## src/cfc_defines.svh

```systemverilog
`ifndef CFC_DEFINES_SVH
`define CFC_DEFINES_SVH
// byte-address offsets of the 32-bit register words
`define CFC_OFS_SELECT    12'h000
`define CFC_OFS_FORCE     12'h004
`define CFC_OFS_MASK7     12'h008
`define CFC_OFS_DATA7     12'h00c
`define CFC_OFS_COUNTER   12'h010
`define CFC_OFS_CONTROL   12'h018
`define CFC_OFS_TOGGLE    12'h01c
`define CFC_OFS_ACTION    12'h020
`define CFC_OFS_FLAGS     12'h038
`define CFC_OFS_MODE      12'h03c
`define CFC_OFS_DISC      12'h040
`define CFC_OFS_STATUS    12'h044
`define CFC_OFS_IMASK     12'h048
`define CFC_OFS_CMP_BASE  12'h080
// control register fields
`define CFC_CTL_TEN       7
`define CFC_CTL_PRE_LSB   0
// status bits of the interrupt register
`define CFC_ST_OVF        0
`define CFC_ST_CH7        1
`define CFC_ST_FORCE      2
`define CFC_ST_W          3
`define CFC_RST_BYTE      8'h00
`define CFC_RST_COUNT     16'h0000
`define CFC_PRE_W         3
`endif

```

## src/cfc_pkg.sv

```systemverilog
package cfc_pkg;
   typedef enum logic [1:0] {
      cfc_act_none = 2'b00,
      cfc_act_toggle = 2'b01,
      cfc_act_clear = 2'b10,
      cfc_act_set = 2'b11
   } cfc_act_e;
   typedef struct packed {
      logic [7:0] select;
      logic [7:0] mask7;
      logic [7:0] data7;
      logic [7:0] toggle;
      logic [7:0] disc;
   } cfc_cfg_s;
endpackage : cfc_pkg

```

## src/cfc_timer.sv

```systemverilog
// Register access over APB and the address map were decided locally.
`include "cfc_defines.svh"

// Functional notes
// - force register always reads as zero
// - force bit performs channel compare pin action
// - forced compare never sets compare flag
// - channel seven event overrides channels six-zero
// - force beats real match, flag stays clear
// - masked channels copy seven-data bit to pin
// - transfer only when compare mode, not disconnected
// - sixteen-bit up counter on prescaled tick
// - counter writable only in test mode
// - first period after load may differ
// - select bit one means output compare
// - overflow toggle beats force, not channel seven
// - timer enable zero stops the counter
module cfc_timer
   import cfc_pkg::*;
#(
   parameter int NCH = 8
) (
   input wire logic pclk,
   input wire logic presetn,
   input wire logic psel,
   input wire logic penable,
   input wire logic pwrite,
   input wire logic [11:0] paddr,
   input wire logic [31:0] pwdata,
   input wire logic [3:0] pstrb,
   output logic [31:0] prdata,
   output logic pready,
   output logic pslverr,
   input wire logic test_mode,
   output logic [7:0] timer_pin,
   output logic [7:0] timer_pin_oe_n,
   output logic irq
);
   if (NCH != 8) begin : g_nch_check
      $error("only eight channels are supported");
   end

   logic test_q1, test_q2;
   cfc_cfg_s cfg, next_cfg;
   logic [15:0] action, next_action;
   logic [7:0] cmp_flag, next_cmp_flag;
   logic [7:0] ctrl, next_ctrl;
   logic [15:0] main_counter, next_main_counter;
   logic [15:0] cmp_val [8];
   logic [15:0] next_cmp_val [8];
   // seven bits reach the largest divide, 2^7
   logic [6:0] pre_cnt, next_pre_cnt;
   logic [7:0] pin, next_pin;
   logic [`CFC_ST_W-1:0] status, next_status, imask, next_imask;
   logic [31:0] next_prdata;
   logic next_pready, next_pslverr, next_irq;

   logic wr, rd, tick, ovf, ch7_event, timer_enable_bit;
   logic acc;
   logic [7:0] force_bit, match, normal_hit;

   function automatic logic [7:0] apply_byte(input logic [7:0] old, input logic [31:0] d, input logic [3:0] s);
      return s[0] ? d[7:0] : old;
   endfunction

   function automatic logic pin_action(input logic cur, input logic [1:0] a);
      unique case (cfc_act_e'(a))
         cfc_act_none: return cur;
         cfc_act_toggle: return ~cur;
         cfc_act_clear: return 1'b0;
         cfc_act_set: return 1'b1;
      endcase
   endfunction

   // test mode arrives from outside the clock domain
   always_ff @(posedge pclk or negedge presetn) begin
      if (!presetn) begin
         test_q1 <= 1'b0;
         test_q2 <= 1'b0;
      end else begin
         test_q1 <= test_mode;
         test_q2 <= test_q1;
      end
   end

   // answer after one access cycle; writes commit only at the completing edge
   assign acc = psel && penable && !pready;
   assign wr = psel && penable && pwrite && pready;
   assign rd = acc && !pwrite;
   assign timer_enable_bit = ctrl[`CFC_CTL_TEN];

   // prescaler: tick every 2^pre clocks
   always_comb begin
      next_pre_cnt = pre_cnt;
      tick = 1'b0;
      if (timer_enable_bit) begin
         next_pre_cnt = pre_cnt + 7'h01;
         tick = (pre_cnt == ((7'h01 << ctrl[`CFC_PRE_W-1:0]) - 7'h01))
            || (ctrl[`CFC_PRE_W-1:0] == '0);
         if (tick) next_pre_cnt = '0;
      end
   end

   assign ovf = tick && (main_counter == 16'hffff);

   always_comb begin
      for (int i = 0; i < 8; i++) begin
         match[i] = tick && cfg.select[i] && (cmp_val[i] == main_counter + 16'h0001);
      end
      // written ones only; zeros do nothing
      force_bit = (wr && paddr == `CFC_OFS_FORCE && pstrb[0]) ? pwdata[7:0] : 8'h00;
      ch7_event = match[7] || (ovf && cfg.toggle[7]) || force_bit[7];
      normal_hit = match & ~force_bit;
   end

   // pin update: ch7 mask > overflow toggle > force > compare match
   always_comb begin
      next_pin = pin;
      for (int i = 0; i < 8; i++) begin
         if (cfg.select[i] && !cfg.disc[i]) begin
            if (ch7_event && cfg.mask7[i]) begin
               next_pin[i] = cfg.data7[i];
            end else if (ovf && cfg.toggle[i]) begin
               next_pin[i] = ~pin[i];
            end else if (force_bit[i] || match[i]) begin
               next_pin[i] = pin_action(pin[i], action[2*i +: 2]);
            end
         end
      end
   end

   // counter and registers
   always_comb begin
      next_cfg = cfg;
      next_action = action;
      next_ctrl = ctrl;
      next_imask = imask;
      next_cmp_val = cmp_val;
      next_main_counter = main_counter;
      next_cmp_flag = cmp_flag | normal_hit;
      next_status = status;
      if (tick) next_main_counter = main_counter + 16'h0001;
      if (wr) begin
         unique case (paddr)
            `CFC_OFS_SELECT: next_cfg.select = apply_byte(cfg.select, pwdata, pstrb);
            `CFC_OFS_MASK7: next_cfg.mask7 = apply_byte(cfg.mask7, pwdata, pstrb);
            `CFC_OFS_DATA7: next_cfg.data7 = apply_byte(cfg.data7, pwdata, pstrb);
            `CFC_OFS_TOGGLE: next_cfg.toggle = apply_byte(cfg.toggle, pwdata, pstrb);
            `CFC_OFS_MODE: next_cfg.disc = apply_byte(cfg.disc, pwdata, pstrb);
            `CFC_OFS_CONTROL: next_ctrl = apply_byte(ctrl, pwdata, pstrb);
            `CFC_OFS_DISC: next_cfg.disc = apply_byte(cfg.disc, pwdata, pstrb);
            `CFC_OFS_IMASK: next_imask = pstrb[0] ? pwdata[`CFC_ST_W-1:0] : imask;
            `CFC_OFS_ACTION: begin
               if (pstrb[0]) next_action[7:0] = pwdata[7:0];
               if (pstrb[1]) next_action[15:8] = pwdata[15:8];
            end
            `CFC_OFS_FLAGS: begin
               if (pstrb[0]) next_cmp_flag = (cmp_flag & ~pwdata[7:0]) | normal_hit;
            end
            `CFC_OFS_COUNTER: begin
               // load ignored outside test mode; prescaler phase is not reset
               if (test_q2) begin
                  if (pstrb[0]) next_main_counter[7:0] = pwdata[7:0];
                  if (pstrb[1]) next_main_counter[15:8] = pwdata[15:8];
               end
            end
            default: begin
               if (paddr >= `CFC_OFS_CMP_BASE && paddr < `CFC_OFS_CMP_BASE + 12'h020 && paddr[1:0] == 2'b00) begin
                  if (pstrb[0]) next_cmp_val[paddr[4:2]][7:0] = pwdata[7:0];
                  if (pstrb[1]) next_cmp_val[paddr[4:2]][15:8] = pwdata[15:8];
               end
            end
         endcase
      end
      if (wr && paddr == `CFC_OFS_STATUS && pstrb[0]) begin
         next_status = status & ~pwdata[`CFC_ST_W-1:0];
      end
      // set wins over write-one clear
      if (ovf) next_status[`CFC_ST_OVF] = 1'b1;
      if (ch7_event) next_status[`CFC_ST_CH7] = 1'b1;
      if (|force_bit) next_status[`CFC_ST_FORCE] = 1'b1;
      next_irq = |(next_status & imask);
   end

   // read mux; one wait state free answer, unmapped gives slverr
   always_comb begin
      next_prdata = 32'h0000_0000;
      next_pslverr = 1'b0;
      next_pready = psel && penable && !pready;
      if (acc) begin
         unique case (paddr)
            `CFC_OFS_SELECT: next_prdata[7:0] = cfg.select;
            `CFC_OFS_FORCE: next_prdata = 32'h0000_0000;
            `CFC_OFS_MASK7: next_prdata[7:0] = cfg.mask7;
            `CFC_OFS_DATA7: next_prdata[7:0] = cfg.data7;
            `CFC_OFS_COUNTER: next_prdata[15:0] = main_counter;
            `CFC_OFS_CONTROL: next_prdata[7:0] = ctrl;
            `CFC_OFS_TOGGLE: next_prdata[7:0] = cfg.toggle;
            `CFC_OFS_ACTION: next_prdata[15:0] = action;
            `CFC_OFS_FLAGS: next_prdata[7:0] = cmp_flag;
            `CFC_OFS_MODE: next_prdata[7:0] = cfg.disc;
            `CFC_OFS_DISC: next_prdata[7:0] = cfg.disc;
            `CFC_OFS_STATUS: next_prdata[`CFC_ST_W-1:0] = status;
            `CFC_OFS_IMASK: next_prdata[`CFC_ST_W-1:0] = imask;
            default: begin
               if (paddr >= `CFC_OFS_CMP_BASE && paddr < `CFC_OFS_CMP_BASE + 12'h020 && paddr[1:0] == 2'b00) begin
                  next_prdata[15:0] = cmp_val[paddr[4:2]];
               end else begin
                  next_pslverr = 1'b1;
               end
            end
         endcase
         if (pwrite) next_prdata = 32'h0000_0000;
      end
   end

   always_ff @(posedge pclk or negedge presetn) begin
      if (!presetn) begin
         cfg <= '0;
         action <= '0;
         ctrl <= `CFC_RST_BYTE;
         imask <= '0;
         status <= '0;
         cmp_flag <= `CFC_RST_BYTE;
         main_counter <= `CFC_RST_COUNT;
         pre_cnt <= '0;
         pin <= `CFC_RST_BYTE;
         prdata <= 32'h0000_0000;
         pready <= 1'b0;
         pslverr <= 1'b0;
         irq <= 1'b0;
         timer_pin <= `CFC_RST_BYTE;
         timer_pin_oe_n <= 8'hff;
         for (int i = 0; i < 8; i++) cmp_val[i] <= 16'h0000;
      end else begin
         cfg <= next_cfg;
         action <= next_action;
         ctrl <= next_ctrl;
         imask <= next_imask;
         status <= next_status;
         cmp_flag <= next_cmp_flag;
         main_counter <= next_main_counter;
         pre_cnt <= next_pre_cnt;
         pin <= next_pin;
         prdata <= next_prdata;
         pready <= next_pready;
         pslverr <= next_pslverr;
         irq <= next_irq;
         timer_pin <= next_pin;
         timer_pin_oe_n <= ~(next_cfg.select & ~next_cfg.disc);
         cmp_val <= next_cmp_val;
      end
   end

   a_force_reads_zero: assert property (@(posedge pclk) disable iff (!presetn)
      (rd && paddr == `CFC_OFS_FORCE) |=> (prdata == 32'h0000_0000))
      else $error("force register read not zero");
   a_force_no_flag: assert property (@(posedge pclk) disable iff (!presetn)
      (force_bit[4] && !cmp_flag[4] && !(wr && paddr == `CFC_OFS_FLAGS)) |=> !cmp_flag[4])
      else $error("forced compare set a flag");
   a_ch7_copy: assert property (@(posedge pclk) disable iff (!presetn)
      (ch7_event && cfg.mask7[3] && cfg.select[3] && !cfg.disc[3]) |=> (pin[3] == $past(cfg.data7[3])))
      else $error("channel seven data not copied");
   a_ch7_blocked: assert property (@(posedge pclk) disable iff (!presetn)
      (!cfg.select[2] || cfg.disc[2]) |=> $stable(pin[2]))
      else $error("pin changed while not compare output");
   a_counter_up: assert property (@(posedge pclk) disable iff (!presetn)
      (tick && !wr) |=> (main_counter == $past(main_counter) + 16'h0001))
      else $error("counter failed to advance");
   a_counter_locked: assert property (@(posedge pclk) disable iff (!presetn)
      (wr && paddr == `CFC_OFS_COUNTER && !test_q2 && !tick) |=> $stable(main_counter))
      else $error("counter written outside test mode");
   a_disabled_hold: assert property (@(posedge pclk) disable iff (!presetn)
      (!timer_enable_bit && !wr) [*2] |-> $stable(main_counter))
      else $error("counter moved while disabled");
   a_ovf_toggle: assert property (@(posedge pclk) disable iff (!presetn)
      (ovf && cfg.toggle[5] && cfg.select[5] && !cfg.disc[5] && !(ch7_event && cfg.mask7[5]))
      |=> (pin[5] != $past(pin[5])))
      else $error("overflow toggle missing");
   a_force_action: assert property (@(posedge pclk) disable iff (!presetn)
      (force_bit[4] && cfg.select[4] && !cfg.disc[4] && !ovf && !ch7_event && action[9:8] == 2'b11)
      |=> pin[4])
      else $error("forced set action missing");
   a_override_toggle: assert property (@(posedge pclk) disable iff (!presetn)
      (ch7_event && cfg.mask7[4] && cfg.select[4] && !cfg.disc[4]) |=> (pin[4] == $past(cfg.data7[4])))
      else $error("channel seven event did not win");
   a_match_flag: assert property (@(posedge pclk) disable iff (!presetn)
      (match[6] && !force_bit[6]) |=> cmp_flag[6])
      else $error("unforced match left flag clear");
   a_ready_pulse: assert property (@(posedge pclk) disable iff (!presetn)
      pready |=> !pready)
      else $error("ready stood more than one cycle");
   a_irq_level: assert property (@(posedge pclk) disable iff (!presetn)
      1'b1 |=> (irq == |(status & $past(imask))))
      else $error("interrupt level wrong");
   c_force: cover property (@(posedge pclk) disable iff (!presetn) |force_bit);
   c_ch7: cover property (@(posedge pclk) disable iff (!presetn) ch7_event && |cfg.mask7);
   c_ovf: cover property (@(posedge pclk) disable iff (!presetn) ovf);
   c_match_flag: cover property (@(posedge pclk) disable iff (!presetn) |normal_hit);
   c_load: cover property (@(posedge pclk) disable iff (!presetn) wr && paddr == `CFC_OFS_COUNTER && test_q2);
endmodule : cfc_timer
```

## config.mk

```make
export PLATFORM = sky130hd
export DESIGN_NAME = cfc_timer
export DESIGN_NICKNAME = d
export VERILOG_FILES = /design/src/cfc_pkg.sv /design/src/cfc_timer.sv
export VERILOG_INCLUDE_DIRS = /design/src /design/src/src
export SDC_FILE = /design/constraint.sdc
export NUM_CORES = 1
export LEC_CHECK = 0
export BUFFER_PORTS_ARGS = -buffer_cell sky130_fd_sc_hd__buf_2
export CAP_MARGIN = 10
export CELL_PAD_IN_SITES_DETAIL_PLACEMENT = 1
export CELL_PAD_IN_SITES_GLOBAL_PLACEMENT = 1
export CORE_MARGIN = 8
export CORE_UTILIZATION = 45
export DETAILED_ROUTE_END_ITERATION = 10
export PLACE_DENSITY = 0.75
export SYNTH_ARGS = -nofsm -noshare
export SYNTH_HDL_FRONTEND = slang
export SYNTH_SLANG_ARGS = --single-unit
```

## constraint.sdc

```tcl
create_clock -name pclk -period 4.1 [get_ports pclk]
set_input_delay 0.205 -clock pclk [delete_from_list [all_inputs] [get_ports pclk]]
set_output_delay 0.205 -clock pclk [all_outputs]
set_load 0.02 [all_outputs]
```

==> impl_metrics.ini <==
[die]
dieArea_sq_mm = 0.0435
core_area_sq_mm = 0.0365
start_util_pct = 45.6
die_x_um = 208
ios = 105
row_count = 70
fp.dieH_um = 208

[sta]
worst_slew_pin_slew_ns = 1.21
min_period_ns = 4.05
fmax_mhz = 247
finalMaxSlewViolations = 0
rsz0062_at_grt = no
hold_viol_final = 0
setup_tns_ns = 0
holdWs_ns = 0.0175
finClkSkew_ns = 0.0205
relSlewSlack_pct = 18.8
period_share_pct = 98.8
finalSetupViolCount = 0

[grt]
grt_pass1_wl_um = 98300
grt_antenna_before_repair = 0
overflow = 0
grt_pass1_vias = 14800
grtUsageTotal_pct = 29.5
grt_max_degree = 106

[final_layout]
diodes = 0
drive_gt1_share_pct = 29.1
final_nets = 1728
syn_to_final_growth_pct = 14.6
fin_area_sq_mm = 0.0191
final_util_pct = 52.3
fillCellCount = 3944

[placed_design]
place_congestion = 0.975
postPlaceCellArea_sq_mm = 0.0178
dp_hpwl_um = 48000
port_buffers = 70

[synth]
yosysTopAreaCell = dfrtp_1
mappedNetlistArea_sq_mm = 0.0167
synth_top_area_share_pct = 38.7
syn_avg_cell_area_sq_um = 10.6
synth_cells = 1573
synth_area_leaders = dfrtp_1, mux2_2, xnor2_1, mux4_2, nand2_1
yosysMostFrequentCell = dfrtp_1
synth_common_cells = dfrtp_1, mux2_2, nand2_1
ys_seq_area_share_pct = 40.0
async_flop_share_pct = 100
yosys_warnings = 0
synth-seq-cells = 266
synth_ff_type = dfrtp_1
ys_types = 92
synth_enable_flop_cells = 0

[worst_setup_path]
r2r_start = main_counter[1]
cp-start-kind = flop
crit_path_end_kind = flop
cp-endpoint = pin[1]
worstPathRequired_ns = 4.55
crit_fanout = 10
crit_start = main_counter[1]
ff2ff_path_depth = 9
critPathKind = reg2reg
r2r-end = pin[1]
worstPathArrival_ns = 4.50
rrSetupSlack_ns = 0.05

[route]
vias = 14200
drtIter0Drc = 1549
wl_per_cell_um = 29.9
wirelength_um = 64600
ant_nets = 0
vias_per_cell = 6.57
drc = 0
dr.pass1.iters = 9

[clocking]
cts_made_buffers = 30
post-cts-setup-buffer-count = 0
cts_root_buf = clkbuf_16
cts_tree = built
clkLatencyLatePin_ns = 0.59
clock_sinks = 266
cts_htree_levels = 1
cts_buffer_depth = 3
clk_pin_slew_ns = 0.06

[power_and_ir_drop]
power.total_mw = 7.20
power_leakage_nw = 8.49
ir_drop_mv = 0.414
power_density_mw_per_mm2 = 377

[worst_hold_path]
hold_path.class = in2reg
worstHoldStart = pwdata[10]
min_delay_path_depth = 3

[flow_run]
maxCapViolCount = 0

[status]
status = finished, final reports clean
==> cell type report <==
class                   count  area [sq um]  area share [%]
clock buffers              40           880            4.61
clock inverters            16           272            1.42
inverters                  25          93.8           0.491
multi-input cells        1177          9440            49.4
flip-flops and latches    266          6670            34.9
well taps                 468           586            3.07
repair buffers            171          1170            6.11
==> registers in the layout (all words and copies together) (netlist names) <==
signal and flops:
cmp_val 128, irq 1, timer_pin_oe_n 8, ctrl 8, pready 1, action 16
pre_cnt 7, pin 8, prdata 16, test_q1 1, cfg 40, status 3
cmp_flag 8, main_counter 16, test_q2 1, imask 3, pslverr 1
==> layout by cell type (no fill, tap or decap), drive strengths merged, types with 9 or more instances in the layout <==
| master | n |
|---|---|
| dfrtp | 258 |
| mux2 | 193 |
| buf | 162 |
| nand2 | 139 |
| nor2 | 103 |
| xnor2 | 96 |
| a21oi | 49 |
| nand3 | 42 |
| xor2 | 41 |
| clkbuf | 40 |
| nor3 | 37 |
| nor4 | 35 |
| mux4 | 32 |
| o21ai | 32 |
| nand2b | 28 |
| nand4 | 27 |
| inv | 26 |
| xnor3 | 19 |
| nor2b | 18 |
| a222oi | 18 |
| conb | 16 |
| a22oi | 15 |
| a31oi | 15 |
| and3 | 14 |
| and2 | 13 |
| or3 | 11 |
| a221oi | 10 |
| o211ai | 10 |
| a21boi | 9 |
| dlygate4sd3 | 9 |
| a211oi | 9 |
==> report_power, final <==
part / internal [mW] / total [mW] / leakage, nW / switching (mW)
registers: 2.66 / 2.72 / 3.56 / 0.0652
clock network: 1.94 / 3.13 / 0.551 / 1.19
logic: 0.483 / 1.34 / 4.38 / 0.857
==> what timing repair did <==
item | in CTS | in global routing
hold endpoints to repair | 117 | 0
hold buffers | 9 | 0
setup endpoints to repair | 0 | 2
resized for setup | 0 | 2
==> metrics by stage <==
step | setup WS, ns | std cells
2_1_floorplan | 0.694 | 1588
3_3_place_gp | 0.245 | 2098
3_5_place_dp | 0.127 | 2098
4_1_cts | 0.0341 | 2163
5_1_grt | 0.0354 | 2163
6_report | 0.0483 | 2163
==> cell families after synthesis <==
group | count (synthesis) | share of synthesized area, %
compound gates | 258 | 11.5
fa+ha+maj | 4 | 0.285
buf+inv | 145 | 3.94
simple gates | 511 | 16.5
flops | 266 | 40.0
xor+xnor | 156 | 9.99
mux | 232 | 17.8
other cells | 1 | 0.0225
==> routing by layer <==
metal | global-route usage, % | up-vias | wire length [um]
li1 | - | 5987 | -
met1 | 39.6 | 7386 | 26900
met2 | 46.7 | 669 | 29800
met3 | 4.33 | 160 | 4380
met4 | 13.5 | 0 | 3490
met5 | 0 | - | 0
==> how the worst min path moves through the flow <==
stage                        to  slack, ns
2_1_floorplan         action[0]      -0.09
4_1_cts         main_counter[8]     0.0002
3_5_place_dp        cmp_val[50]       0.31
5_1_grt        main_counter[10]       0.03
3_3_place_gp        cmp_val[52]       0.30
6_report       main_counter[10]       0.02
==> worst max-delay path: stages, from the launching register on <==
cell     delay (ns)
dfrtp_1        0.47
ha_1           0.27
nand3_2        0.30
or4_1          0.73
and3_1         0.24
or3_1          0.35
nor4_1         0.75
a32oi_1        0.37
a41oi_1        0.32
o21ai_0        0.11
Note: power is estimated with default switching activity, not from simulation.
